[config.mk]
export PLATFORM = sky130hd
export DESIGN_NAME = mlsd_datapath
export DESIGN_NICKNAME = d
export VERILOG_FILES = /design/src/shared/mlsd_pkg.sv /design/src/rtl/mlsd_mult.sv /design/src/rtl/mlsd_acc_unit.sv /design/src/rtl/mlsd_datapath.sv
export VERILOG_INCLUDE_DIRS = /design/src /design/src/shared
export SDC_FILE = /design/constraint.sdc
export NUM_CORES = 2
export LEC_CHECK = 0
export BUFFER_PORTS_ARGS = -buffer_cell sky130_fd_sc_hd__buf_2
export CAP_MARGIN = 0
export CORE_MARGIN = 10
export CORE_UTILIZATION = 65
export DETAILED_ROUTE_END_ITERATION = 7
export PLACE_DENSITY_LB_ADDON = 0.25
export RECOVER_POWER = 100
export SYNTH_ARGS = -nofsm -noshare
export SYNTH_HDL_FRONTEND = slang
export SYNTH_SLANG_ARGS = --single-unit
[constraint.sdc]
create_clock -name clock_i -period 7.8 [get_ports clock_i]
set_input_delay 0.39 -clock clock_i [delete_from_list [all_inputs] [get_ports clock_i]]
set_output_delay 0.39 -clock clock_i [all_outputs]
set_load 0.03 [all_outputs]
[src/shared/mlsd_defs.svh]
// Constants of the multiply-and-load / multiply-and-subtract datapath.
`ifndef MLSD_DEFS_SVH
`define MLSD_DEFS_SVH
`define MLSD_OP_W        24
`define MLSD_P_W         48
`define MLSD_MA_W        52
`define MLSD_ST_W        3
`define MLSD_OFF_CTRL    8'h00
`define MLSD_OFF_STAT    8'h04
`define MLSD_OFF_MASK    8'h08
`define MLSD_OFF_FLAG    8'h0c
`define MLSD_OFF_MA0L    8'h10
`define MLSD_OFF_MA0H    8'h14
`define MLSD_OFF_MA1L    8'h18
`define MLSD_OFF_MA1H    8'h1c
`define MLSD_OFF_PL      8'h20
`define MLSD_OFF_PH      8'h24
`define MLSD_OFF_X0      8'h28
`define MLSD_OFF_X1      8'h2c
`define MLSD_OFF_Y0      8'h30
`define MLSD_OFF_Y1      8'h34
`define MLSD_OFF_A0      8'h38
`define MLSD_OFF_A1      8'h3c
`define MLSD_OFF_A2      8'h40
`define MLSD_OFF_A3      8'h44
`define MLSD_CTRL_EN     0
`define MLSD_CTRL_MVCLR  1
`define MLSD_CTRL_RST    1'h1
`define MLSD_MASK_RST    3'h0
`define MLSD_ST_DONE     0
`define MLSD_ST_MV       1
`define MLSD_ST_LDV      2
`define MLSD_Y_PTR       3'h3
`define MLSD_RESP_OKAY   2'h0
`define MLSD_RESP_DECERR 2'h3
`endif

[src/shared/mlsd_pkg.sv]
// Types and shared helpers of the multiply-and-load / multiply-and-subtract datapath.
package mlsd_pkg;
  typedef enum logic {
    OP_LOAD = 1'b0,
    OP_SUB  = 1'b1
  } mlsd_op_t;
  typedef enum logic [1:0] {
    MOVE_NONE = 2'b00,
    MOVE_TWO  = 2'b01,
    MOVE_ACC  = 2'b10,
    MOVE_MEM  = 2'b11
  } mlsd_move_t;
  typedef enum logic [1:0] {
    SH_PLAIN = 2'b00,
    SH_RIGHT = 2'b01,
    SH_LEFT  = 2'b10
  } mlsd_shift_t;
  typedef struct packed {
    logic        valid;
    mlsd_op_t    op;
    logic        acc_sel;
    logic        x_sel;
    logic        y_sel;
    mlsd_move_t  move;
    logic        x_dst;
    logic        y_dst;
    logic        x_ptr;
    logic [1:0]  ga_dst;
    logic        src_acc;
    mlsd_shift_t shift;
    logic [2:0]  mem_dst;
    logic [2:0]  mem_ptr;
  } mlsd_instr_t;
  typedef struct packed {
    logic [1:0] guard_overflow_flag;
    logic       guard_overflow_sticky;
    logic       zero;
    logic       overflow;
    logic       negative;
  } mlsd_flags_t;
  // High when the top bits of v are not a plain sign extension.
  function automatic logic mlsd_top_ovf(input logic [51:0] v, input logic left);
    logic [5:0] t;
    t = v[51:46];
    if (left) return !((&t) || !(|t));
    return !((&t[5:1]) || !(|t[5:1]));
  endfunction
endpackage

[src/rtl/mlsd_mult.sv]
// Signed operand multiplier feeding the product register.
`timescale 1ns/10ps
module mlsd_mult #(
  parameter int W = 24
) (
  // Operands
  input  logic [W-1:0]   a_i,
  input  logic [W-1:0]   b_i,
  // Product
  output logic [2*W-1:0] prod_o
);
  assign prod_o = $signed(a_i) * $signed(b_i);
endmodule

[src/rtl/mlsd_acc_unit.sv]
// Multiplier accumulator update: load or subtract, with guard overflow detection.
`timescale 1ns/10ps
`include "mlsd_defs.svh"
module mlsd_acc_unit
  import mlsd_pkg::*;
(
  // Operands
  input  logic [`MLSD_MA_W-1:0] acc_i,
  input  logic [`MLSD_P_W-1:0]  prod_i,
  input  logic                  sub_i,
  // Result and overflow indications
  output logic [`MLSD_MA_W-1:0] result_o,
  output logic                  guard_o,
  output logic                  wrap_o
);
  logic [`MLSD_MA_W:0] diff;
  logic [`MLSD_MA_W:0] pext;

  assign pext = {{(`MLSD_MA_W-`MLSD_P_W+1){prod_i[`MLSD_P_W-1]}}, prod_i};
  assign diff = {acc_i[`MLSD_MA_W-1], acc_i} - pext;
  // A load of a sign-extended product can never wrap the guard bits.
  assign result_o = sub_i ? diff[`MLSD_MA_W-1:0] : pext[`MLSD_MA_W-1:0];
  assign guard_o  = mlsd_top_ovf(result_o, 1'b0);
  assign wrap_o   = sub_i & (diff[`MLSD_MA_W] ^ diff[`MLSD_MA_W-1]);
endmodule

[src/rtl/mlsd_datapath.sv]
// Multiply-and-load / multiply-and-subtract datapath with AXI4-Lite register access.
`timescale 1ns/10ps
`include "mlsd_defs.svh"
// Overview of operation
// RULE1 - Load copies the product register into the chosen 52-bit accumulator.
// RULE2 - Subtract writes accumulator minus product back into the same accumulator.
// RULE3 - Each operation also stores the selected X times Y into the product.
// RULE4 - Two-move form loads one X register and one Y register from memory.
// RULE5 - Two-move form addresses X via pointer 0 or 1, Y via pointer 3.
// RULE6 - Accumulator guard flag is set on overflow into guard bits, else cleared.
// RULE7 - Sticky flag sets when guard bits wrap, otherwise keeps its value.
// RULE8 - Each accumulator has its own guard flag, updated only for it.
// RULE9 - One-move form: general accumulator from accumulator, or register from memory.
// RULE10 - One-move source is memory or the upper 24 bits of an accumulator.
// RULE11 - Right-shift source gives bits 47 to 24 shifted right by one.
// RULE12 - Left-shift source gives bits 47 to 24 shifted left by one.
// RULE13 - General accumulator load sets zero flag exactly when value is zero.
// RULE14 - General accumulator load sets overflow flag when the load overflows.
// RULE15 - General accumulator load sets negative flag when value is negative.
// RULE16 - All updates commit together from the values held before the operation.
module mlsd_datapath
  import mlsd_pkg::*;
(
  // Clock and reset
  input  logic                     clock_i,
  input  logic                     resetn_i,
  // Instruction issue from the host core
  input  mlsd_instr_t              instr_i,
  output logic                     instr_ready_o,
  // Data memory pointers and read data
  output logic [2:0]               x_ptr_sel_o,
  output logic [2:0]               y_ptr_sel_o,
  output logic [2:0]               mem_ptr_sel_o,
  input  logic [`MLSD_OP_W-1:0]    x_mem_data_i,
  input  logic [`MLSD_OP_W-1:0]    y_mem_data_i,
  // Flags and interrupt
  output mlsd_flags_t              flags_o,
  output logic                     irq_o,
  // AXI4-Lite write channels
  input  logic [7:0]               axi_awaddr_i,
  input  logic                     axi_awvalid_i,
  output logic                     axi_awready_o,
  input  logic [31:0]              axi_wdata_i,
  input  logic [3:0]               axi_wstrb_i,
  input  logic                     axi_wvalid_i,
  output logic                     axi_wready_o,
  output logic [1:0]               axi_bresp_o,
  output logic                     axi_bvalid_o,
  input  logic                     axi_bready_i,
  // AXI4-Lite read channels
  input  logic [7:0]               axi_araddr_i,
  input  logic                     axi_arvalid_i,
  output logic                     axi_arready_o,
  output logic [31:0]              axi_rdata_o,
  output logic [1:0]               axi_rresp_o,
  output logic                     axi_rvalid_o,
  input  logic                     axi_rready_i
);
  logic [1:0][`MLSD_MA_W-1:0] ma_q;
  logic [`MLSD_P_W-1:0]       p_q;
  logic [1:0][`MLSD_OP_W-1:0] x_q;
  logic [1:0][`MLSD_OP_W-1:0] y_q;
  logic [3:0][`MLSD_OP_W-1:0] a_q;
  logic [1:0]                 vm_q;
  logic                       mv_q;
  logic                       z_q;
  logic                       v_q;
  logic                       n_q;
  logic                       ctrl_en_q;
  logic [`MLSD_ST_W-1:0]      mask_q;
  logic [`MLSD_ST_W-1:0]      stat_q;
  logic [`MLSD_ST_W-1:0]      stat_set;
  logic [`MLSD_ST_W-1:0]      stat_clr;
  logic                       fire;
  logic [`MLSD_MA_W-1:0]      ma_sel_w;
  logic [`MLSD_MA_W-1:0]      ma_res_w;
  logic [`MLSD_MA_W-1:0]      p_ext;
  logic [`MLSD_MA_W-1:0]      src_w;
  logic [`MLSD_OP_W-1:0]      x_sel_w;
  logic [`MLSD_OP_W-1:0]      y_sel_w;
  logic [`MLSD_OP_W-1:0]      mem_w;
  logic [`MLSD_OP_W-1:0]      ga_val_w;
  logic [`MLSD_P_W-1:0]       prod_w;
  logic [1:0]                 ga_idx_w;
  logic                       ga_we_w;
  logic                       ga_v_w;
  logic                       vm_w;
  logic                       wrap_w;
  logic                       mv_evt_w;
  logic                       mv_clr_w;
  logic                       aw_hold_q;
  logic                       w_hold_q;
  logic [7:0]                 awaddr_q;
  logic [31:0]                wdata_q;
  logic [3:0]                 wstrb_q;
  logic                       bvalid_q;
  logic [1:0]                 bresp_q;
  logic                       rvalid_q;
  logic [1:0]                 rresp_q;
  logic [31:0]                rdata_q;
  logic                       wr_fire;
  logic                       wr_ok;
  logic                       rd_fire;
  logic                       rd_hit;
  logic [31:0]                rd_mux;

  // Instructions are taken in the cycle they are offered; disabling stalls the core.
  assign instr_ready_o = ctrl_en_q;
  assign fire          = instr_i.valid & ctrl_en_q;
  assign ma_sel_w      = ma_q[instr_i.acc_sel];
  assign x_sel_w       = x_q[instr_i.x_sel];
  assign y_sel_w       = y_q[instr_i.y_sel];
  assign p_ext         = {{(`MLSD_MA_W-`MLSD_P_W){p_q[`MLSD_P_W-1]}}, p_q};
  assign x_ptr_sel_o   = {2'h0, instr_i.x_ptr}; // [RULE5]
  assign y_ptr_sel_o   = `MLSD_Y_PTR; // [RULE5]
  assign mem_ptr_sel_o = instr_i.mem_ptr;

  mlsd_mult #(
    .W (`MLSD_OP_W)
  ) u_mult (
    .a_i    (x_sel_w),
    .b_i    (y_sel_w),
    .prod_o (prod_w)
  );

  mlsd_acc_unit u_acc (
    .acc_i    (ma_sel_w),
    .prod_i   (p_q),
    .sub_i    (instr_i.op == OP_SUB),
    .result_o (ma_res_w),
    .guard_o  (vm_w),
    .wrap_o   (wrap_w)
  );

  assign mv_evt_w = fire & wrap_w;

  // One-move source selection and general accumulator load value.
  always_comb begin
    src_w    = ma_q[instr_i.src_acc];
    mem_w    = instr_i.mem_ptr[2] ? y_mem_data_i : x_mem_data_i; // [RULE10]
    ga_we_w  = 1'b0;
    ga_idx_w = instr_i.ga_dst;
    ga_val_w = mem_w;
    ga_v_w   = 1'b0;
    if (instr_i.move == MOVE_ACC) begin // [RULE9]
      ga_we_w = fire;
      case (instr_i.shift)
        SH_RIGHT: begin
          ga_val_w = {src_w[47], src_w[47:25]}; // [RULE11]
          ga_v_w   = mlsd_top_ovf(src_w, 1'b0);
        end
        SH_LEFT: begin
          ga_val_w = {src_w[46:24], 1'b0}; // [RULE12]
          ga_v_w   = mlsd_top_ovf(src_w, 1'b1);
        end
        default: begin
          ga_val_w = src_w[47:24]; // [RULE10]
          ga_v_w   = mlsd_top_ovf(src_w, 1'b0);
        end
      endcase
    end else if (instr_i.move == MOVE_MEM && !instr_i.mem_dst[2]) begin // [RULE9]
      ga_we_w  = fire;
      ga_idx_w = instr_i.mem_dst[1:0];
    end
  end

  // Accumulator and product commit at one edge, both computed from the old state.
  always_ff @(posedge clock_i or negedge resetn_i) begin
    if (!resetn_i) begin
      ma_q <= '0;
      p_q  <= '0;
    end else if (fire) begin
      ma_q[instr_i.acc_sel] <= ma_res_w; // [RULE1] [RULE2] [RULE16]
      p_q                   <= prod_w; // [RULE3] [RULE16]
    end
  end

  // Operand registers from the parallel moves.
  always_ff @(posedge clock_i or negedge resetn_i) begin
    if (!resetn_i) begin
      x_q <= '0;
      y_q <= '0;
    end else if (fire) begin
      if (instr_i.move == MOVE_TWO) begin
        x_q[instr_i.x_dst] <= x_mem_data_i; // [RULE4]
        y_q[instr_i.y_dst] <= y_mem_data_i; // [RULE4]
      end else if (instr_i.move == MOVE_MEM && instr_i.mem_dst[2]) begin
        if (instr_i.mem_dst[1]) begin
          y_q[instr_i.mem_dst[0]] <= mem_w; // [RULE9]
        end else begin
          x_q[instr_i.mem_dst[0]] <= mem_w; // [RULE9]
        end
      end
    end
  end

  // General accumulators and their load flags.
  always_ff @(posedge clock_i or negedge resetn_i) begin
    if (!resetn_i) begin
      a_q <= '0;
      z_q <= 1'b0;
      v_q <= 1'b0;
      n_q <= 1'b0;
    end else if (ga_we_w) begin
      a_q[ga_idx_w] <= ga_val_w; // [RULE10]
      z_q           <= (ga_val_w == '0); // [RULE13]
      v_q           <= ga_v_w; // [RULE14]
      n_q           <= ga_val_w[`MLSD_OP_W-1]; // [RULE15]
    end
  end

  // Guard flags; the sticky one is only cleared by software, and a new event wins.
  always_ff @(posedge clock_i or negedge resetn_i) begin
    if (!resetn_i) begin
      vm_q <= '0;
      mv_q <= 1'b0;
    end else begin
      if (fire) begin
        vm_q[instr_i.acc_sel] <= vm_w; // [RULE6] [RULE8]
      end
      if (mv_evt_w) begin
        mv_q <= 1'b1; // [RULE7]
      end else if (mv_clr_w) begin
        mv_q <= 1'b0;
      end
    end
  end

  assign flags_o = '{guard_overflow_flag: vm_q, guard_overflow_sticky: mv_q,
                     zero: z_q, overflow: v_q, negative: n_q};

  // Interrupt status: set wins over the clear done by reading the register.
  assign stat_set = {fire & ga_we_w & ga_v_w, mv_evt_w, fire};
  assign stat_clr = (rd_fire && axi_araddr_i == `MLSD_OFF_STAT) ? stat_q : '0;
  always_ff @(posedge clock_i or negedge resetn_i) begin
    if (!resetn_i) begin
      stat_q <= '0;
    end else begin
      stat_q <= (stat_q & ~stat_clr) | stat_set;
    end
  end
  assign irq_o = |(stat_q & mask_q);

  // AXI4-Lite write path: address and data are held independently.
  assign axi_awready_o = !aw_hold_q && !bvalid_q;
  assign axi_wready_o  = !w_hold_q && !bvalid_q;
  assign wr_fire       = aw_hold_q && w_hold_q && !bvalid_q;
  assign wr_ok         = (awaddr_q[1:0] == 2'h0) && (awaddr_q <= `MLSD_OFF_A3);
  assign mv_clr_w      = wr_fire && awaddr_q == `MLSD_OFF_CTRL && wstrb_q[0] &&
                         wdata_q[`MLSD_CTRL_MVCLR];
  always_ff @(posedge clock_i or negedge resetn_i) begin
    if (!resetn_i) begin
      aw_hold_q <= 1'b0;
      w_hold_q  <= 1'b0;
      awaddr_q  <= '0;
      wdata_q   <= '0;
      wstrb_q   <= '0;
      bvalid_q  <= 1'b0;
      bresp_q   <= `MLSD_RESP_OKAY;
    end else begin
      if (axi_awvalid_i && axi_awready_o) begin
        aw_hold_q <= 1'b1;
        awaddr_q  <= axi_awaddr_i;
      end
      if (axi_wvalid_i && axi_wready_o) begin
        w_hold_q <= 1'b1;
        wdata_q  <= axi_wdata_i;
        wstrb_q  <= axi_wstrb_i;
      end
      if (wr_fire) begin
        aw_hold_q <= 1'b0;
        w_hold_q  <= 1'b0;
        bvalid_q  <= 1'b1;
        bresp_q   <= wr_ok ? `MLSD_RESP_OKAY : `MLSD_RESP_DECERR;
      end else if (bvalid_q && axi_bready_i) begin
        bvalid_q <= 1'b0;
      end
    end
  end
  assign axi_bvalid_o = bvalid_q;
  assign axi_bresp_o  = bresp_q;

  // Control and mask; writes to read-only words are accepted and dropped.
  always_ff @(posedge clock_i or negedge resetn_i) begin
    if (!resetn_i) begin
      ctrl_en_q <= `MLSD_CTRL_RST;
      mask_q    <= `MLSD_MASK_RST;
    end else if (wr_fire && wstrb_q[0]) begin
      if (awaddr_q == `MLSD_OFF_CTRL) begin
        ctrl_en_q <= wdata_q[`MLSD_CTRL_EN];
      end
      if (awaddr_q == `MLSD_OFF_MASK) begin
        mask_q <= wdata_q[`MLSD_ST_W-1:0];
      end
    end
  end

  // AXI4-Lite read path.
  always_comb begin
    rd_hit = 1'b1;
    rd_mux = '0;
    case (axi_araddr_i)
      `MLSD_OFF_CTRL: rd_mux = {31'h0, ctrl_en_q};
      `MLSD_OFF_STAT: rd_mux = {29'h0, stat_q};
      `MLSD_OFF_MASK: rd_mux = {29'h0, mask_q};
      `MLSD_OFF_FLAG: rd_mux = {26'h0, flags_o};
      `MLSD_OFF_MA0L: rd_mux = ma_q[0][31:0];
      `MLSD_OFF_MA0H: rd_mux = {12'h0, ma_q[0][51:32]};
      `MLSD_OFF_MA1L: rd_mux = ma_q[1][31:0];
      `MLSD_OFF_MA1H: rd_mux = {12'h0, ma_q[1][51:32]};
      `MLSD_OFF_PL:   rd_mux = p_q[31:0];
      `MLSD_OFF_PH:   rd_mux = {16'h0, p_q[47:32]};
      `MLSD_OFF_X0:   rd_mux = {8'h0, x_q[0]};
      `MLSD_OFF_X1:   rd_mux = {8'h0, x_q[1]};
      `MLSD_OFF_Y0:   rd_mux = {8'h0, y_q[0]};
      `MLSD_OFF_Y1:   rd_mux = {8'h0, y_q[1]};
      `MLSD_OFF_A0:   rd_mux = {8'h0, a_q[0]};
      `MLSD_OFF_A1:   rd_mux = {8'h0, a_q[1]};
      `MLSD_OFF_A2:   rd_mux = {8'h0, a_q[2]};
      `MLSD_OFF_A3:   rd_mux = {8'h0, a_q[3]};
      default:        rd_hit = 1'b0;
    endcase
  end

  assign axi_arready_o = !rvalid_q;
  assign rd_fire       = axi_arvalid_i && !rvalid_q;
  always_ff @(posedge clock_i or negedge resetn_i) begin
    if (!resetn_i) begin
      rvalid_q <= 1'b0;
      rresp_q  <= `MLSD_RESP_OKAY;
      rdata_q  <= '0;
    end else if (rd_fire) begin
      rvalid_q <= 1'b1;
      rresp_q  <= rd_hit ? `MLSD_RESP_OKAY : `MLSD_RESP_DECERR;
      rdata_q  <= rd_mux;
    end else if (axi_rready_i) begin
      rvalid_q <= 1'b0;
    end
  end
  assign axi_rvalid_o = rvalid_q;
  assign axi_rresp_o  = rresp_q;
  assign axi_rdata_o  = rdata_q;
endmodule

-- Word-level counts from Yosys, hierarchy flattened
Cells that the tools add are included.
- add/sub/neg operators: 1
- multipliers: 1
- div/mod/pow operators: 0
- magnitude comparators: 14
- eq/ne operators: 24
- shift-type cells: 0
- mux-type cells: 61
- bitwise operators: 10
- reductions and logical operators: 58
- operators with widths (cell ; number):
    32-bit case mux with 18 select lines ; 1
    52-bit two-way mux ; 6
    48-bit two-way mux ; 6
    24-bit two-way mux ; 10
    48-bit bitwise mux ; 4
    104-bit bitwise mux ; 1
    96-bit bitwise mux ; 1
    24-bit demux with 1-bit select ; 3
    8-bit by 6-bit == test with 1-bit output (second input constant) ; 8
    52-bit by 48-bit subtractor with 53-bit output ; 1
    52-bit demux with 1-bit select ; 1
    24-bit demux with 2-bit select ; 1
    24-bit by 24-bit multiplier with 48-bit output ; 1
    24-bit case mux with 2 select lines ; 1
    8-bit by 5-bit == test with 1-bit output (second input constant) ; 4
    8-bit by 4-bit == test with 1-bit output (second input constant) ; 3
    24-bit zero test ; 1
    1-bit logical AND ; 21
    1-bit two-way mux ; 19
    18-bit OR reduction ; 1
    8-bit by 7-bit == test with 1-bit output (second input constant) ; 2
    8-bit zero test ; 2
    1-bit by 2-bit < comparator with 1-bit output (second input constant) ; 7
    2-bit nonzero test ; 7
    other kinds (27) ; 57
- flip-flop bits (word level): 409
- bits in latches: 0
- RAM bits: 0
- ROM bits: 0
- input port bits: 128
- output and inout bits: 58
- logic and storage cells: 198
- memories kept: 0

-- Depth between registers and ports, before layout
- word-level depth: 11
- depth in mapped cells: 31
- depth with buffers taken out: 28

-- By module
A second synthesis with hierarchy kept.
- cells, all modules: 4811
- area, all modules: 45339.7 um2
- modules (own cells, without submodules) (module ; times used ; cells an instance ; area an instance (um2) ; sequential area each (um2)):
    mlsd_mult ; 1 ; 2289 ; 21135.3 ; 0.0
    mlsd_datapath ; 1 ; 1931 ; 20357.0 ; 10186.0
    mlsd_acc_unit ; 1 ; 591 ; 3847.4 ; 0.0

-- Worst setup path before layout
Ideal clock, no wire load.
- path kind: input port to flip-flop
- from: input port instr_i[17] (netlist name)
- to: register p_q[47]
- setup time: 0.132 ns
- arrival time: 7.885 ns
- required time: 7.668 ns
- setup slack: -0.217 ns
- stages: 24
- path buffers: 3
- cell sequence: clkbuf_1 > buf_1 > mux2i_1 > nor2_1 > fa_1 > inv_1 > fa_1 > inv_1 > fa_1 > fa_1 > fa_1 > fa_1 > fa_1 > ha_1 > clkbuf_1 > a21o_1 > a21o_1 > a21o_1 > a21o_1 > a21oi_1 > nand2b_1 > o211a_1 > mux2i_1 > nand4_1
- word-level cells in the longest chain between the ends: 3
- ends and longest elaborated chain (what ; line ; RTL):
    start, declared ; mlsd_datapath.sv:28 ; input mlsd_instr_t instr_i,
    24-bit two-way mux (not written as such) (2 in series) ; mlsd_datapath.sv:111 ; assign x_sel_w = x_q[instr_i.x_sel];
    24-bit by 24-bit multiplier with 48-bit output ; mlsd_mult.sv:12 ; assign prod_o = $signed(a_i) * $signed(b_i);
    end signal, assigned ; mlsd_datapath.sv:174 ; p_q <= prod_w;
    end, declared ; mlsd_datapath.sv:60 ; logic [`MLSD_P_W-1:0] p_q;
Every way passes these cells. The select of a mux whose other input is x is not followed.
A chain may end at the register's enable or synchronous reset.

-- Worst setup path after layout
- from: register x_q[41] (netlist name)
- to: register p_q[31]
- word-level cells in the longest chain between the ends: 3
- ends and longest elaborated chain (what ; line ; RTL):
    start, declared ; mlsd_datapath.sv:61 ; logic [1:0][`MLSD_OP_W-1:0] x_q;
    start signal, assigned by index ; mlsd_datapath.sv:185 ; x_q[instr_i.x_dst] <= x_mem_data_i;
    start signal, assigned by index ; mlsd_datapath.sv:191 ; x_q[instr_i.mem_dst[0]] <= mem_w;
    24-bit two-way mux (not written as such) (2 in series) ; mlsd_datapath.sv:111 ;
    24-bit by 24-bit multiplier with 48-bit output ; mlsd_mult.sv:12 ;
Every way passes these cells. The select of a mux whose other input is x is not followed.

==> flow_summary.yaml <==
sta:
  worstMarginPinSlew_ns: 5.87
  skew_ns: 0.0471
  fmax_mhz: 131
  slew-limit-headroom_pct: -291
  fin_setup_tns_ns: 0
  slew_viol_final: 658
  fin_ws_ns: 0.150
  min_period_over_period_pct: 98.1
  timing.hold.ws_ns: 0.0397
  fin_crit_ns: 7.65
  setup_viol: 0
  hold_viol_final: 0
critical_path:
  slowest_stage: "fa_1"
  cp_top_family: "adder cells"
  crit_fanout: 9
  worstSetupPathType: "reg2reg"
  path_buf_inv: 6
  endpoint_kind: "flip-flop"
  crit_path_start_kind: "flip-flop"
  max_stage_delay_ns: 0.55
  arrival_ns: 8.05
  worstPathRequired_ns: 8.20
  path_common_cell: "fa_1"
drt:
  routedWlPerCell_um: 26.7
  route.met2.wl_mm: 68.6
  wl_met3_mm: 25.1
  dr_total_vias: 39600
  via_per_inst: 6.44
  drc: 14
  first_pass_iters: 8
  drtAntennaViolNets: 0
  wl_mm: 164
  top_layer_used: "met5"
  drtIter0Drc: 5327
  wirelength_met1_mm: 58.3
pwr:
  power_leakage_nw: 24.1
  pwr_density_cell_nw_per_um2: 208
  combPwrFrac_pct: 50.0
  power.switching_mw: 4.63
  seqPwrFrac_pct: 29.4
  clkPwrFrac_pct: 20.7
  power_mw: 10.2
  switching_share_pct: 45.2
  max-vdd-ir-drop_v: 0.000199
  p_int_mw: 5.61
logic_synthesis:
  synth_seq_cells: 407
  synth.distinct_cells: 86
  synth-edff-count: 0
  yosysSeqAreaShare_pct: 23.0
  synthCells: 4973
  async_flop_share_pct: 100
  synth_area_um2: 44200
  synth_warnings: 0
  avgSynthCellArea_um2: 8.89
  ys.flop_type: "dfrtp_1"
placed_design:
  gp_congestion: 1.06
  post-dp-hpwl_mm: 129
  io_buffers: 142
  dp_slack_ns: -0.249
grt:
  grt_antenna_before_repair: 6
  grt_overflow: 0
  grtUsageTotal_pct: 41.5
  grt_max_degree: 135
  grt_pass1_wl_mm: 243
  grt_pass1_vias: 38900
clocking:
  cts_buffers: 41
  cts_tree: "built"
  ctsLongestPathBuffers: 3
  path_clk_slew_ns: 0.07
  cts.sinks: 407
  h-tree-depth: 2
  clockRootBuffer: "clkbuf_16"
  clk_latency_ns: 0.59
outcome:
  status: "complete, but fails checks"
  violations: "design-rule violations, max-capacitance violations, max-slew violations"
finish:
  fill_cells: 5229
  synthToLayoutAreaGrowth_pct: 11.6
  finish.utilization_pct: 73.3
  drive_gt1_share_pct: 13.4
  nets: 6157
floorplanning:
  ios: 186
  fp.dieW_um: 281
  num_rows: 95
  dieArea_um2: 78900
  placeableCoreArea_um2: 67300
  initial_core_util_pct: 65.7
  die_height_um: 281
hold_path:
  hp-class: "in2reg"
run:
  cap_viol_max_count: 13
area by class of cell:
cell class | count | area (um^2) | area share, %
Tap cell | 873 | 1090 | 2.21
Inverter | 690 | 2590 | 5.25
Multi-Input combinational cell | 3608 | 30600 | 61.9
Clock buffer | 57 | 1250 | 2.53
Sequential cell | 407 | 10200 | 20.6
Clock inverter | 18 | 181 | 0.368
Antenna cell | 6 | 15.0 | 0.0304
Timing Repair Buffer | 485 | 3460 | 7.01
flip-flops by register name, indices dropped and copies added, names as in the netlist, 2 cells and up:
name and cells:
axi_rdata_o 32, ma_q 104, y_q 48, vm_q 2
wdata_q 3, awaddr_q 8, x_q 48, p_q 48
mask_q 3, stat_q 3, a_q 96
kinds of logic (layout without fill, tap and decap cells):
family | Yosys count | count (layout) | synth area share (%)
multiplexers | 260 | 260 | 6.29
AND/OR/NAND/NOR | 1414 | 1414 | 13.2
adder cells (fa/ha/maj) | 796 | 796 | 32.8
XOR/XNOR | 102 | 102 | 2.02
buffers and inverters | 961 | 1250 | 8.37
other | 2 | 11 | 0.0170
flip-flops | 407 | 407 | 23.0
AO/OA/AOI/OAI | 1031 | 1031 | 14.2
cells in the mapped netlist (all sizes together), types with 5 or more instances:
cell type	count	area [um^2]
nand2	721	2710
inv	689	2590
fa	608	12200
nor2	485	1820
dfrtp	406	10200
o21ai	380	1900
a21oi	277	1390
clkbuf	237	900
ha	188	2350
mux2	142	1600
mux2i	118	1180
a22oi	105	788
xnor2	62	543
a21o	57	430
nand3	50	255
xor2	40	350
a221oi	36	315
buf	34	210
nand4	32	206
a222oi	28	280
a31oi	26	163
a22o	19	166
nor3	19	95.1
nand2b	18	113
o21bai	18	135
and2	17	113
nor2b	14	87.6
o21a	13	97.6
o31ai	13	125
and3	11	75.1
o211ai	10	75.1
nand3b	9	67.6
or3	8	50.1
a211oi	7	57.6
o2111ai	6	52.6
or2	6	37.5
and4	5	47.6
nor4	5	46.3
o22ai	5	31.3
placed cells by master (no fill, tap or decap), types with 19 or more instances in the layout:
cell type,n
a31oi_1,26
nand3_1,49
a22oi_1,105
fa_1,607
nand4_1,31
buf_12,22
dfrtp_1,406
xnor2_1,62
clkbuf_16,42
a221oi_1,35
clkbuf_1,68
buf_4,292
a21o_1,55
a222oi_1,28
nand2_1,719
inv_1,688
o21ai_0,371
a21oi_1,272
ha_1,185
xor2_1,40
a22o_1,19
mux2_2,139
mux2i_1,109
nor2_1,469
buf_2,89
through the flow:
stage	instances	area, um^2
global route	6138	49300
global placement	6058	47900
finish	6144	49300
CTS	6136	49300
floorplan	4976	44200
detailed placement	6058	47900
what timing repair did:
action,in CTS,in global routing
setup endpoints to repair,0,21
gates resized for setup,0,31
endpoints found under the hold margin,120,0
hold buffers,3,0
buffers inserted,0,2
final timing paths:
path                       slack (ns)  depth (start not counted)            start              end
min                              0.04                          2   axi_wdata_i[2]       wdata_q[2]
max in group asynchronous        1.36                          3         resetn_i          p_q[26]
max reg2reg                      0.15                         27          x_q[41]          p_q[31]
max                              0.15                         27          x_q[41]          p_q[31]
min reg2reg                      0.48                          1  axi_rdata_o[14]  axi_rdata_o[14]
min in group asynchronous        2.75                          2         resetn_i      awaddr_q[0]
routing by layer:
metal  global-route usage, %  vias to the layer above
li1                        -                    16700
met4                    23.1                        8
met2                    59.5                     2765
met1                    53.6                    19500
met3                    15.8                      646
met5                    1.47                        -
power by group through the flow:
stage | Clock [mW] | Sequential [mW] | Combinational, mW
2_1_floorplan | 0 | 2.74 | 3.06
3_3_place_gp | 0 | 2.97 | 4.84
3_5_place_dp | 0 | 2.98 | 4.91
4_1_cts | 2.10 | 2.95 | 4.96
5_1_grt | 2.19 | 3.01 | 5.47
6_report | 2.12 | 3.01 | 5.12
Note: power is estimated with default switching activity, not from simulation.
